$ cat config.mk
export PLATFORM = sky130hd
export DESIGN_NAME = option_byte_config
export DESIGN_NICKNAME = d
export VERILOG_FILES = /design/src/rtl/option_byte_pkg.sv /design/src/rtl/option_store.sv /design/src/rtl/option_byte_config.sv
export SDC_FILE = /design/constraint.sdc
export NUM_CORES = 1
export LEC_CHECK = 0
export CAP_MARGIN = 20
export CORE_MARGIN = 4
export CORE_UTILIZATION = 43
export DETAILED_ROUTE_END_ITERATION = 16
export DONT_BUFFER_PORTS = 1
export GPL_TIMING_DRIVEN = 0
export MAX_ROUTING_LAYER = met4
export PLACE_DENSITY = 0.64
export SYNTH_ARGS = -nofsm -noshare
export SYNTH_HDL_FRONTEND = slang
export SYNTH_HIERARCHICAL = 1
export SYNTH_SLANG_ARGS = --single-unit
$ cat constraint.sdc
create_clock -name mclk -period 4.4 [get_ports mclk]
set_clock_uncertainty 0.05 [all_clocks]
set_input_delay 0 -clock mclk [delete_from_list [all_inputs] [get_ports mclk]]
set_output_delay 0 -clock mclk [all_outputs]
set_load 0.01 [all_outputs]
$ cat src/rtl/option_byte_pkg.sv
package option_byte_pkg;
    // ------------------------------------------------------------
    // storage map
    // ------------------------------------------------------------
    // word index of the high option byte in the store
    localparam logic [3:0] OPT_HIGH_IDX = 4'hF;
    // erased value of every stored byte
    localparam logic [7:0] ERASED_BYTE = 8'hFF;

    // ------------------------------------------------------------
    // high option byte field positions
    // ------------------------------------------------------------
    localparam int STARTUP_CLOCK_SELECT_MSB = 7;
    localparam int STARTUP_CLOCK_SELECT_LSB = 6;
    localparam int RSVD_ONE_BIT = 5;
    localparam int RSVD_ZERO_BIT = 4;
    localparam int LVD_MSB = 3;
    localparam int LVD_LSB = 2;
    localparam int WDG_TYPE_BIT = 1;
    localparam int WATCHDOG_HALT_RESET_BIT = 0;

    // ------------------------------------------------------------
    // field encodings
    // ------------------------------------------------------------
    // erased (default) clock field picks the internal rc
    localparam logic [1:0] STARTUP_CLOCK_SELECT_INTERNAL_RC = 2'h3;
    // lvd field code that keeps the detector off
    localparam logic [1:0] LVD_DISABLED = 2'h3;

    // ------------------------------------------------------------
    // boot timing after reset release
    // ------------------------------------------------------------
    // cycles until the pin synchroniser holds a true sample
    localparam logic [1:0] BOOT_SYNC_CYCLES = 2'h2;

    // boot sequencer states
    typedef enum logic [1:0] {
        BOOT_WAIT = 2'b00,
        BOOT_LATCH = 2'b01,
        BOOT_RUN = 2'b10
    } boot_state_type;
endpackage : option_byte_pkg

$ cat src/rtl/option_store.sv
`timescale 1ns/1ps
// ------------------------------------------------------------
// non-volatile byte store, registered read
// ------------------------------------------------------------
module option_store #(
    parameter int AW = 4,
    parameter int DW = 8
) (
    input wire logic mclk,
    input wire logic por,
    input wire logic wr_en,
    input wire logic [AW-1:0] wr_addr,
    input wire logic [DW-1:0] wr_data,
    input wire logic [AW-1:0] rd_addr,
    output logic [DW-1:0] rd_data
);
    // contents; only power-on clears them, never the system reset
    logic [DW-1:0] mem_r [0:(1<<AW)-1];

    // write port, power-on leaves every byte erased
    // erased all ones
    always_ff @(posedge mclk or posedge por) begin
        if (por) begin
            for (int i = 0; i < (1 << AW); i++) begin
                mem_r[i] <= DW'(option_byte_pkg::ERASED_BYTE);
            end
        end else if (wr_en) begin
            mem_r[wr_addr] <= wr_data;
        end
    end

    // read port, one cycle of latency
    always_ff @(posedge mclk or posedge por) begin
        if (por) begin
            rd_data <= DW'(option_byte_pkg::ERASED_BYTE);
        end else begin
            rd_data <= mem_r[rd_addr];
        end
    end
endmodule : option_store

$ cat src/rtl/option_byte_config.sv
`timescale 1ns/1ps
module option_byte_config #(
    parameter int AW = 4
) (
    input wire logic mclk,
    input wire logic rst,
    input wire logic por,
    input wire logic incircuit_prog_clock_pin,
    input wire logic ext_irq_pin,
    input wire logic prog_wr,
    input wire logic prog_rd,
    input wire logic [AW-1:0] prog_addr,
    input wire logic [7:0] prog_wdata,
    input wire logic sw_wdg_enable,
    input wire logic halt_entry,
    output logic [7:0] prog_rdata,
    output logic prog_rvalid,
    output logic prog_mode,
    output logic config_valid,
    output logic [1:0] startup_clock_select,
    output logic startup_from_rc,
    output logic lvd_enable,
    output logic [1:0] lvd_threshold,
    output logic watchdog_activation_type,
    output logic watchdog_halt_reset,
    output logic watchdog_running,
    output logic halt_reset_req,
    output logic ext_irq_event,
    output logic reserved_err
);
    // ------------------------------------------------------------
    // declarations
    // ------------------------------------------------------------
    logic icc_s1_r; // first stage, read only by second
    logic icc_s2_r; // synchronised programming clock pin
    logic irq_s1_r; // first stage, read only by second
    logic irq_s2_r; // synchronised interrupt pin
    logic irq_s3_r; // previous sample for edge detect
    logic [1:0] boot_cnt_r; // cycles since reset release
    option_byte_pkg::boot_state_type boot_state_r;
    logic sw_wdg_on_r; // software enable, sticky until reset
    logic store_wr; // write into the store
    logic [AW-1:0] store_rd_addr; // store read address
    logic [7:0] store_rd_data; // registered store output
    logic opt_access; // access targets the option byte
    logic run; // configuration in force

    assign run = (boot_state_r == option_byte_pkg::BOOT_RUN);
    assign opt_access = (prog_addr == AW'(option_byte_pkg::OPT_HIGH_IDX));

    // ------------------------------------------------------------
    // pin synchronisers
    // ------------------------------------------------------------
    // pin idles high; resetting to one avoids a false mode entry
    // pulled high default
    always_ff @(posedge mclk or posedge rst) begin
        if (rst) begin
            icc_s1_r <= 1'b1;
            icc_s2_r <= 1'b1;
        end else begin
            icc_s1_r <= incircuit_prog_clock_pin;
            icc_s2_r <= icc_s1_r;
        end
    end

    // interrupt pin, two stages plus one for the edge
    always_ff @(posedge mclk or posedge rst) begin
        if (rst) begin
            irq_s1_r <= 1'b0;
            irq_s2_r <= 1'b0;
            irq_s3_r <= 1'b0;
        end else begin
            irq_s1_r <= ext_irq_pin;
            irq_s2_r <= irq_s1_r;
            irq_s3_r <= irq_s2_r;
        end
    end

    // rising edge becomes a one-cycle event
    // pulse edge detect
    always_ff @(posedge mclk or posedge rst) begin
        if (rst) begin
            ext_irq_event <= 1'b0;
        end else begin
            ext_irq_event <= irq_s2_r & ~irq_s3_r;
        end
    end

    // ------------------------------------------------------------
    // boot sequencer
    // ------------------------------------------------------------
    // waits for the synchroniser, latches once, then runs
    always_ff @(posedge mclk or posedge rst) begin
        if (rst) begin
            boot_cnt_r <= 2'h0;
            boot_state_r <= option_byte_pkg::BOOT_WAIT;
        end else begin
            case (boot_state_r)
                option_byte_pkg::BOOT_WAIT: begin
                    boot_cnt_r <= boot_cnt_r + 2'h1;
                    if (boot_cnt_r == option_byte_pkg::BOOT_SYNC_CYCLES - 2'h1) begin
                        boot_state_r <= option_byte_pkg::BOOT_LATCH;
                    end
                end
                option_byte_pkg::BOOT_LATCH: begin
                    boot_state_r <= option_byte_pkg::BOOT_RUN;
                end
                option_byte_pkg::BOOT_RUN: begin
                    boot_state_r <= option_byte_pkg::BOOT_RUN;
                end
                default: begin
                    boot_state_r <= option_byte_pkg::BOOT_WAIT;
                end
            endcase
        end
    end

    // mode chosen only at boot; pin low then means tool present
    always_ff @(posedge mclk or posedge rst) begin
        if (rst) begin
            prog_mode <= 1'b0;
        end else if (boot_state_r == option_byte_pkg::BOOT_LATCH) begin
            prog_mode <= ~icc_s2_r;
        end
    end

    // ------------------------------------------------------------
    // configuration latch
    // ------------------------------------------------------------
    // one snapshot per reset; later writes wait for the next one
    // latch once, hold
    always_ff @(posedge mclk or posedge rst) begin
        if (rst) begin
            config_valid <= 1'b0;
            startup_clock_select <= option_byte_pkg::STARTUP_CLOCK_SELECT_INTERNAL_RC;
            startup_from_rc <= 1'b1;
            lvd_enable <= 1'b0;
            lvd_threshold <= option_byte_pkg::LVD_DISABLED;
            watchdog_activation_type <= 1'b1;
            watchdog_halt_reset <= 1'b0;
        end else if (boot_state_r == option_byte_pkg::BOOT_LATCH) begin
            config_valid <= 1'b1;
            startup_clock_select <= store_rd_data[option_byte_pkg::STARTUP_CLOCK_SELECT_MSB:option_byte_pkg::STARTUP_CLOCK_SELECT_LSB];
            startup_from_rc <= (store_rd_data[option_byte_pkg::STARTUP_CLOCK_SELECT_MSB:option_byte_pkg::STARTUP_CLOCK_SELECT_LSB]
                                == option_byte_pkg::STARTUP_CLOCK_SELECT_INTERNAL_RC);
            lvd_threshold <= store_rd_data[option_byte_pkg::LVD_MSB:option_byte_pkg::LVD_LSB];
            lvd_enable <= (store_rd_data[option_byte_pkg::LVD_MSB:option_byte_pkg::LVD_LSB]
                           != option_byte_pkg::LVD_DISABLED);
            watchdog_activation_type <= store_rd_data[option_byte_pkg::WDG_TYPE_BIT];
            watchdog_halt_reset <= store_rd_data[option_byte_pkg::WATCHDOG_HALT_RESET_BIT];
        end
    end

    // ------------------------------------------------------------
    // watchdog and halt
    // ------------------------------------------------------------
    // software enable only counts in software mode
    always_ff @(posedge mclk or posedge rst) begin
        if (rst) begin
            sw_wdg_on_r <= 1'b0;
        end else if (run && sw_wdg_enable && watchdog_activation_type) begin
            sw_wdg_on_r <= 1'b1;
        end
    end

    // hardware type runs from one cycle after config is in force
    // hardware always on
    always_ff @(posedge mclk or posedge rst) begin
        if (rst) begin
            watchdog_running <= 1'b0;
        end else begin
            watchdog_running <= run & (~watchdog_activation_type | sw_wdg_on_r |
                                       (sw_wdg_enable & watchdog_activation_type));
        end
    end

    // halt while the watchdog runs resets only if the bit is one
    // halt reset request
    always_ff @(posedge mclk or posedge rst) begin
        if (rst) begin
            halt_reset_req <= 1'b0;
        end else begin
            halt_reset_req <= run & halt_entry & watchdog_running & watchdog_halt_reset;
        end
    end

    // ------------------------------------------------------------
    // programming port
    // ------------------------------------------------------------
    // outside programming mode the store is not written and is read only at the option byte
    // gate by mode
    assign store_wr = prog_wr & prog_mode & run;
    assign store_rd_addr = (prog_rd & prog_mode & run) ? prog_addr : AW'(option_byte_pkg::OPT_HIGH_IDX);

    // read answer one cycle after the request
    always_ff @(posedge mclk or posedge rst) begin
        if (rst) begin
            prog_rvalid <= 1'b0;
        end else begin
            prog_rvalid <= prog_rd & prog_mode & run & ~prog_wr;
        end
    end

    // reserved bits are the tool's duty; a bad write is only flagged
    // bit 5 one
    always_ff @(posedge mclk or posedge rst) begin
        if (rst) begin
            reserved_err <= 1'b0;
        end else begin
            reserved_err <= store_wr & opt_access &
                            (~prog_wdata[option_byte_pkg::RSVD_ONE_BIT] | prog_wdata[option_byte_pkg::RSVD_ZERO_BIT]);
        end
    end

    // byte store; its read register feeds prog_rdata directly
    option_store #(
        .AW(AW),
        .DW(8)
    ) u_store (
        .mclk(mclk),
        .por(por),
        .wr_en(store_wr),
        .wr_addr(prog_addr),
        .wr_data(prog_wdata),
        .rd_addr(store_rd_addr),
        .rd_data(store_rd_data)
    );
    assign prog_rdata = store_rd_data;

    logic [1:0] startup_clock_select_field; // helper view of the stored clock field
    logic [1:0] lvd_field; // helper view of the stored lvd field
    assign startup_clock_select_field = store_rd_data[option_byte_pkg::STARTUP_CLOCK_SELECT_MSB:option_byte_pkg::STARTUP_CLOCK_SELECT_LSB];
    assign lvd_field = store_rd_data[option_byte_pkg::LVD_MSB:option_byte_pkg::LVD_LSB];
endmodule : option_byte_config

* After elaboration in Yosys (flattened, before gate mapping)
Cells that the tools add are included.
Operators by class: reduce and logical (&&, ||, !) cells 5, magnitude comparators 3, multiplexer cells 9, add/sub/neg operators 1, bitwise gates (word level) 23, equality and inequality tests 7
Operator list (count):
- 128-bit bitwise mux | 1
- 8-bit binary-select mux with 4-bit select | 1
- 8-bit demux with 4-bit select | 1
- 8-bit two-way mux | 3
- 1-bit bitwise AND | 13
- 5-bit >= comparator, second input constant | 2
- 4-bit NOT with 5-bit output | 2
- 5-bit by 1-bit less-than comparator with 1-bit output, second input constant | 1
- 1-bit NOT | 5
- 2-bit by 1-bit equality test with 1-bit output, second input constant | 2
- 2-bit equality test, second input constant | 2
- 4-bit equality test, second input constant | 1
- 4-bit two-way mux | 1
- 2-bit != test, second input constant | 2
- 2-bit case mux with 2 select lines | 1
- 1-bit logical AND | 3
- 1-bit bitwise OR | 3
- 2-bit by 1-bit adder with 2-bit output, second input constant | 1
- 2-bit zero test | 1
- 2-bit two-way mux | 1
- 2-bit OR reduction | 1
Word-level totals: register bits 161, input port bits 21, output and inout bits 23

* Longest topological paths before layout
Gate-level depths: netlist of the first run.
depth in word-level cells 7, depth in mapped cells 10, mapped depth without buffers 7

* Modules after synthesis
The synthesis of the first run kept the hierarchy.
Modules (own cells, without submodules):
- option_store | instances 1, cells an instance 374, sequential area each 3573.4 µm², area each 6238.5 µm²
- option_byte_config | instances 1, cells an instance 71, sequential area each 635.6 µm², area each 998.5 µm²

* Least setup slack after synthesis of the first run
Ideal clock, no wire load.
kind register -> register, from register boot_state_r[0], to register u_store.rd_data[4], cell stages (with the launch flop) 11, data required time 4.268 ns, slack 2.201 ns, period minus slack after synthesis 2.199 ns, arrival time 2.067 ns, cell sequence dfrtp_1 -> inv_1 -> ha_1 -> nand3_1 -> or2_2 -> buf_2 -> buf_4 -> buf_2 -> mux4_2 -> a22oi_1 -> nand2_1
Between the ends: longest elaborated chain between the ends 7
Ends and longest elaborated chain:
- start, declared | RTL line option_byte_config.sv:40 | option_byte_pkg::boot_state_type boot_state_r;
- start signal, assigned | RTL line option_byte_config.sv:96 | boot_state_r <= option_byte_pkg::BOOT_WAIT;
- start signal, assigned | RTL line option_byte_config.sv:102 | boot_state_r <= option_byte_pkg::BOOT_LATCH;
- start signal, assigned | RTL line option_byte_config.sv:106 | boot_state_r <= option_byte_pkg::BOOT_RUN;
- 2-bit equality test | RTL line option_byte_config.sv:48 | assign run = (boot_state_r == option_byte_pkg::BOOT_RUN);
- 1-bit bitwise AND | RTL line option_byte_config.sv:193 | assign store_rd_addr = (prog_rd & prog_mode & run) ? prog_addr : AW'(option_byte_pkg::OPT_HIGH_IDX);
- 4-bit two-way mux | RTL line option_byte_config.sv:193
- net store_rd_addr[1] | RTL line option_byte_config.sv:43 | logic [AW-1:0] store_rd_addr;
- 4-bit NOT with 5-bit output (implied by the code) | RTL line option_store.sv:37 | rd_data <= mem_r[rd_addr];
- 8-bit binary-select mux with 4-bit select | RTL line option_store.sv:37
- 8-bit two-way mux (implied by the code) (2 in a row) | RTL line option_store.sv:37
- end signal, assigned | RTL line option_store.sv:35 | rd_data <= DW'(option_byte_pkg::ERASED_BYTE);
- end signal, assigned | RTL line option_store.sv:37
- end, declared | RTL line option_store.sv:15 | output logic [DW-1:0] rd_data
The timed path passes the listed nets, and every way through them passes these cells. The select of a mux whose other input is x is not followed. A chain may end at the register's enable or synchronous reset.

* Final worst setup path of the first run
from register boot_state_r[0], to register u_store.rd_data[1]
Same word-level chain as after synthesis.

==> results of run 1 <==
-- flip-flops by register name, indices dropped and copies added, names as in the netlist, 2 cells and up --
register / count
u_store/mem_r: 128
u_store/rd_data: 8
boot_cnt_r: 2
boot_state_r: 2
lvd_threshold: 2
startup_clock_select: 2
-- critical path: cells and delay by family, from the launching register on --
kind | cells | cell delay (ns)
adder cells (fa/ha/maj) | 1 | 0.24
buffers and inverters | 4 | 0.99
flip-flops | 1 | 0.38
AND/OR/NAND/NOR | 3 | 0.50
AO/OA/AOI/OAI | 1 | 0.24
multiplexers | 1 | 0.39
-- per-layer routing --
layer	vias up	global-route usage (%)	share of wire (%)
met5	-	-	0
met4	0	5.21	1.5
met3	17	4.67	4.2
met2	75	29.6	48
met1	2094	24.9	47
li1	1710	-	-
-- kinds of logic after synthesis --
family | synth area share (%)
mux | 31.7
xor+xnor | 0.121
compound gates | 2.20
buf+inv | 2.30
simple gates | 4.51
flops | 58.2
fa+ha+maj | 1.04
-- stage by stage --
stage                     cell area, um2  worst slack [ns]  cells
after floorplan                     7240              1.86    445
after global placement              7510             0.952    665
after detailed placement            7540              1.53    666
after CTS                           8360              1.50    715
after global routing                8360              1.32    715
final                               8360              1.50    715
-- cell usage in the layout (no fill, tap or decap), types with 3 or more instances in the layout --
cell type      instances
nand2b_1               5
mux2_4                11
nor2_1                 5
dfstp_2              144
nand2_1               11
dfrtp_1               17
ha_1                   6
nor2_2                 9
buf_2                 10
a22oi_1               16
mux4_2                32
clkbuf_16             17
clkbuf_1              11
inv_1                  6
buf_6                  3
or2_2                  4
dlygate4sd3_1         20
nor2b_1                5
mux2_2               124
bufinv_16              4
clkbuf_8               4
-- area by class of cell --
cell class / count / area, um2 / area share (%)
plain buffers: 26 / 140 / 1.68
clock buffers: 23 / 488 / 5.83
clock inverters: 6 / 130 / 1.56
inverters: 7 / 31.3 / 0.374
multi-input cells: 251 / 2860 / 34.2
flip-flops and latches: 161 / 4210 / 50.3
well taps: 220 / 275 / 3.29
repair buffers: 21 / 228 / 2.72
-- power breakdown --
group / internal [uW] / switching [uW] / leakage [uW]
Clock: 999 / 547 / 0.000305
Sequential: 1890 / 131 / 0.00170
Combinational: 301 / 190 / 0.00135
-- final timing paths --
kind | to | slack [ns] | depth (start not counted)
max in group asynchronous | u_store/mem_r[117] | 3.50 | 3
worst min-delay path | u_store/mem_r[69] | 0.02 | 3
min in group asynchronous | irq_s1_r | 0.18 | 2
worst max register to register | u_store/rd_data[1] | 1.50 | 10
worst min register to register | icc_s2_r | 0.31 | 0
worst max-delay path | u_store/rd_data[1] | 1.50 | 10
==> impl_metrics.yaml, run 1 <==
logic_synthesis:
  yosys_warnings: 6
  ys_seq_area_share_pct: 58.2
  synth_top_cell_area_share_pct: 52.3
  synth.avg_cell_area_um2: 16.3
  synthArstFlopShare_pct: 100
  ys_seq_elements: 161
  synth_area_leader_cell: "dfstp_2"
  synth_cells: 445
  synthTopCellsByCount: "dfstp_2 (144), mux2_2 (124), mux4_2 (32)"
  synthMostInstantiatedCell: "dfstp_2"
  synth_edf_count: 0
  synth_area_leaders: "dfstp_2 (52%), mux2_2 (19%), mux4_2 (10%)"
  syn_nets: 472
  ys.flop_type: "dfstp_2"
  synth.distinct_cells: 39
  syn_area_mm2: 0.00724
global_route:
  grt_pass1_vias: 4385
  antenna_found_initial: 0
  grt_max_degree: 107
  grt_usage_pct: 19.0
  grt_pass1_wl_um: 25600
  grt-ovfl-total: 0
drt:
  vias_per_cell: 5.45
  ant_nets: 0
  routed_wirelength_um: 16100
  drc: 0
  drtPass1Iterations: 4
  dr.first_iter.drc_count: 246
  wire_per_inst_um: 22.5
  num_vias: 3896
critical_path:
  path_cells: "inv_1 > ha_1 > nand3_1 > or2_2 > buf_2 > buf_4 > buf_2 > mux4_2 > a22oi_1 > nand2_1"
  cp-start-kind: "flip-flop"
  setup.worst_path.end_class: "flip-flop"
  worstSetupPathType: "reg -> reg"
  cpMaxStageDelayCell: "buf_2"
  cp_slowest_stage_delay_ns: 0.41
  cp_common_cell: "buf_2"
  crit_fanout: 10
  crit_start: "boot_state_r[0]"
  crit_arrival_ns: 3.16
  rr_startpoint: "boot_state_r[0]"
  crit_required_ns: 4.66
power:
  power_density_mw_per_mm2: 485
  p_total_uw: 4060
  p_leak_uw: 0.00336
  ir_drop_mv: 0.322
clock_tree:
  cts_hold_buf: 20
  cts_made_buffers: 17
  cts-root-buf: "clkbuf_16"
  cts_tree: "done"
  clock_latency_ns: 0.42
  cts_num_sinks: 161
  path_clk_slew_ns: 0.06
  postCtsSetupBuffers: 0
  cts_resized: 0
  htree_levels: 4
  cts_buffer_depth: 2
sta:
  period_minus_slack_ns: 2.90
  slew_viol_final: 0
  finalSetupViolations: 0
  fmax_ghz: 0.344
  whs_ns: 0.0166
  slew_headroom_pct: 39.3
  rsz0062_at_grt: "no"
  tns_ns: 0
  hold_viol_final: 0
  worstMarginPinSlew_ns: 0.909
  min_period_over_period_pct: 66.0
finish:
  nNetsFinal: 512
  n_antenna_cell: 0
  drive_gt1_share_pct: 75.4
  area_growth_pct: 15.6
  fill_cells: 1397
  final_util_pct: 50.6
outcome:
  status: "finished clean"
floorplan:
  io_pins: 44
  coreArea_mm2: 0.0165
  fp.dieH_um: 138
  dieWidth_um: 138
  fp-row-count: 47
  initial_core_util_pct: 43.8
  die_area_mm2: 0.0190
placement:
  post-dp-hpwl_um: 10400
  port_buffers: 0
  gp_congestion: 0.771
worst_hold_path:
  holdCritStartpoint: "prog_addr[2]"
  min_path_type: "in -> reg"
job:
  maxCapViolCount: 0
Power figures use the tool's default switching activity.
==> run 2: changes to the inputs <==
==> constraint.sdc (replaced) <==
create_clock -name mclk -period 2.85 [get_ports mclk]
set_clock_uncertainty 0.05 [all_clocks]
set_input_delay 0 -clock mclk [delete_from_list [all_inputs] [get_ports mclk]]
set_output_delay 0 -clock mclk [all_outputs]
set_load 0.01 [all_outputs]
==> run 2 against run 1 <==
Worst hold slack improved by 0.0018 ns. Routed wire length barely moved. Global-route usage unchanged. Non-clock buffer count did not move. Design area rose by 0.24%. Clock power up 54%. Sequential share of layout area shrank 0.12 points. Count of clock-buffer cells in the layout unchanged. Fmax is 7.6% higher. Cell count is the same. Worst setup slack worse by 1.3 ns. Flip-flop and latch count unchanged. Critical path type unchanged. Largest cell class unchanged.
==> impl_metrics.yaml, run 2 (synthesis results as in run 1) <==
outcome:
  status: "finished clean"
clock_tree:
  cts_buffer_depth: 2
  clock_latency_ns: 0.42
  cts_tree: "done"
  cts_num_sinks: 161
  htree_levels: 4
  path_clk_slew_ns: 0.06
  cts-root-buf: "clkbuf_16"
  cts_made_buffers: 17
critical_path:
  crit_required_ns: 3.12
  setup.worst_path.end_class: "flip-flop"
  cp-start-kind: "flip-flop"
  crit_fanout: 10
  crit_family: "buffers and inverters"
  worstSetupPathType: "reg -> reg"
  cp_slowest_stage_delay_ns: 0.40
  cp_common_cell: "buf_4"
  critPathBufInv: 4
  path_cells: "inv_1 > ha_1 > nand3_2 > or2_2 > buf_2 > buf_4 > buf_4 > mux4_2 > a22oi_1 > nand2_1"
  cpMaxStageDelayCell: "dfrtp_1"
  crit_arrival_ns: 2.97
drt:
  vias_per_cell: 5.47
  drtPass1Iterations: 5
  ant_nets: 0
  wire_per_inst_um: 22.5
  dr.first_iter.drc_count: 244
  num_vias: 3911
  routed_wirelength_um: 16100
  drc: 0
sta:
  worstMarginPinSlew_ns: 0.909
  hold_viol_final: 0
  period_minus_slack_ns: 2.70
  min_period_over_period_pct: 94.8
  fmax_ghz: 0.370
  whs_ns: 0.0184
  slew_headroom_pct: 39.3
  rsz0062_at_grt: "no"
  slew_viol_final: 0
  tns_ns: 0
  finalSetupViolations: 0
finish:
  area_growth_pct: 15.8
  final_common_cell: "dfstp_2"
  drive_gt1_share_pct: 76.0
  top_regs: "u_store/mem_r x128, u_store/rd_data x8"
  regMostFlops: "u_store/mem_r"
  fill_cells: 1396
  nNetsFinal: 512
  largest_register_ff_count: 128
  n_antenna_cell: 0
  stdcell_count: 715
  most-common-layout-cells: "dfstp_2 (144), mux2_2 (124), mux4_2 (32)"
  fin_area_mm2: 0.00838
power:
  internal_power_uw: 4930
  p_leak_uw: 0.00337
  ir_drop_mv: 0.498
  power_density_mw_per_mm2: 748
  sw_frac_of_total_pct: 21.4
  seqPwrFrac_pct: 49.8
  comb_power_share_pct: 12.1
  p_sw_uw: 1340
  clkPwrFrac_pct: 38.1
placement:
  port_buffers: 0
  placed_area_mm2: 0.00754
  gp_congestion: 0.771
  post-dp-hpwl_um: 10400
  place_inst: 666
floorplan:
  coreArea_mm2: 0.0165
  fp-row-count: 47
  dieWidth_um: 138
  fp.dieH_um: 138
  io_pins: 44
  initial_core_util_pct: 43.8
  die_area_mm2: 0.0190
job:
  maxCapViolCount: 0
global_route:
  grt_pass1_wl_um: 25600
  grt_max_degree: 107
  grt_pass1_vias: 4385
  antenna_found_initial: 0
  grt-ovfl-total: 0
  grt_usage_pct: 19.0
worst_hold_path:
  min_path_type: "in -> reg"
-- run 2: cell count changes in the layout (fill, tap and decap cells not counted), sizes merged --
cell / previous run / this run
buf: 18 / 17
clkbuf: 32 / 33
-- run 2: power by group through the flow --
stage / clock (uW) / combinational (uW) / sequential (uW)
finish: 2390 / 761 / 3120
global route: 2550 / 828 / 3170
CTS: 2450 / 767 / 3120
detailed placement: 0 / 732 / 3150
global placement: 0 / 698 / 3120
floorplan: 0 / 604 / 3070
-- run 2: what timing repair did --
action                                  CTS  global route
endpoints found under the setup margin    3             7
gates cloned                              0             0
resized for setup                         1             4
buffers inserted                          0             0
endpoints found under the hold margin   109             0
hold buffers                             20             0
-- run 2: worst min-delay path: cells and delay by family --
family	cells	cell delay [ns]
multiplexers	1	0.25
AND/OR/NAND/NOR	2	0.20
-- run 2: layer usage --
layer / wire [um] / part of all wire [%] / track usage (%)
met1: 7500 / 47 / 24.9
met2: 7710 / 48 / 29.6
met3: 687 / 4.3 / 4.67
met4: 218 / 1.4 / 5.21
met5: 0 / 0 / -
-- run 2: worst paths after layout --
| path | cells past startpoint | startpoint | endpoint | slack [ns] |
|---|---|---|---|---|
| worst max-delay path | 10 | boot_state_r[0] | u_store/rd_data[2] | 0.15 |
| worst min-delay path | 3 | prog_addr[2] | u_store/mem_r[69] | 0.02 |
| worst max register to register | 10 | boot_state_r[0] | u_store/rd_data[2] | 0.15 |
| worst min register to register | 0 | icc_s1_r | icc_s2_r | 0.31 |
| max in group asynchronous | 3 | por | u_store/mem_r[117] | 1.95 |
| min in group asynchronous | 2 | rst | irq_s1_r | 0.18 |
-- run 2: layout make-up --
class | count | area [um2] | share of cell area, %
Sequential cell | 161 | 4210 | 50.2
Inverter | 7 | 31.3 | 0.373
Tap cell | 220 | 275 | 3.28
Clock inverter | 6 | 130 | 1.55
Clock buffer | 23 | 488 | 5.82
Timing Repair Buffer | 21 | 228 | 2.72
Buffer | 26 | 145 | 1.73
Multi-Input combinational cell | 251 | 2880 | 34.3
-- run 2: through the flow --
stage | power (uW) | worst slack, ns | util, %
2_1_floorplan | 3670 | 0.306 | -
3_3_place_gp | 3820 | -0.598 | 45.5
3_5_place_dp | 3880 | -0.0154 | 45.7
4_1_cts | 6340 | 0.0538 | 50.6
5_1_grt | 6550 | 0.00982 | 50.7
6_report | 6270 | 0.149 | 50.7
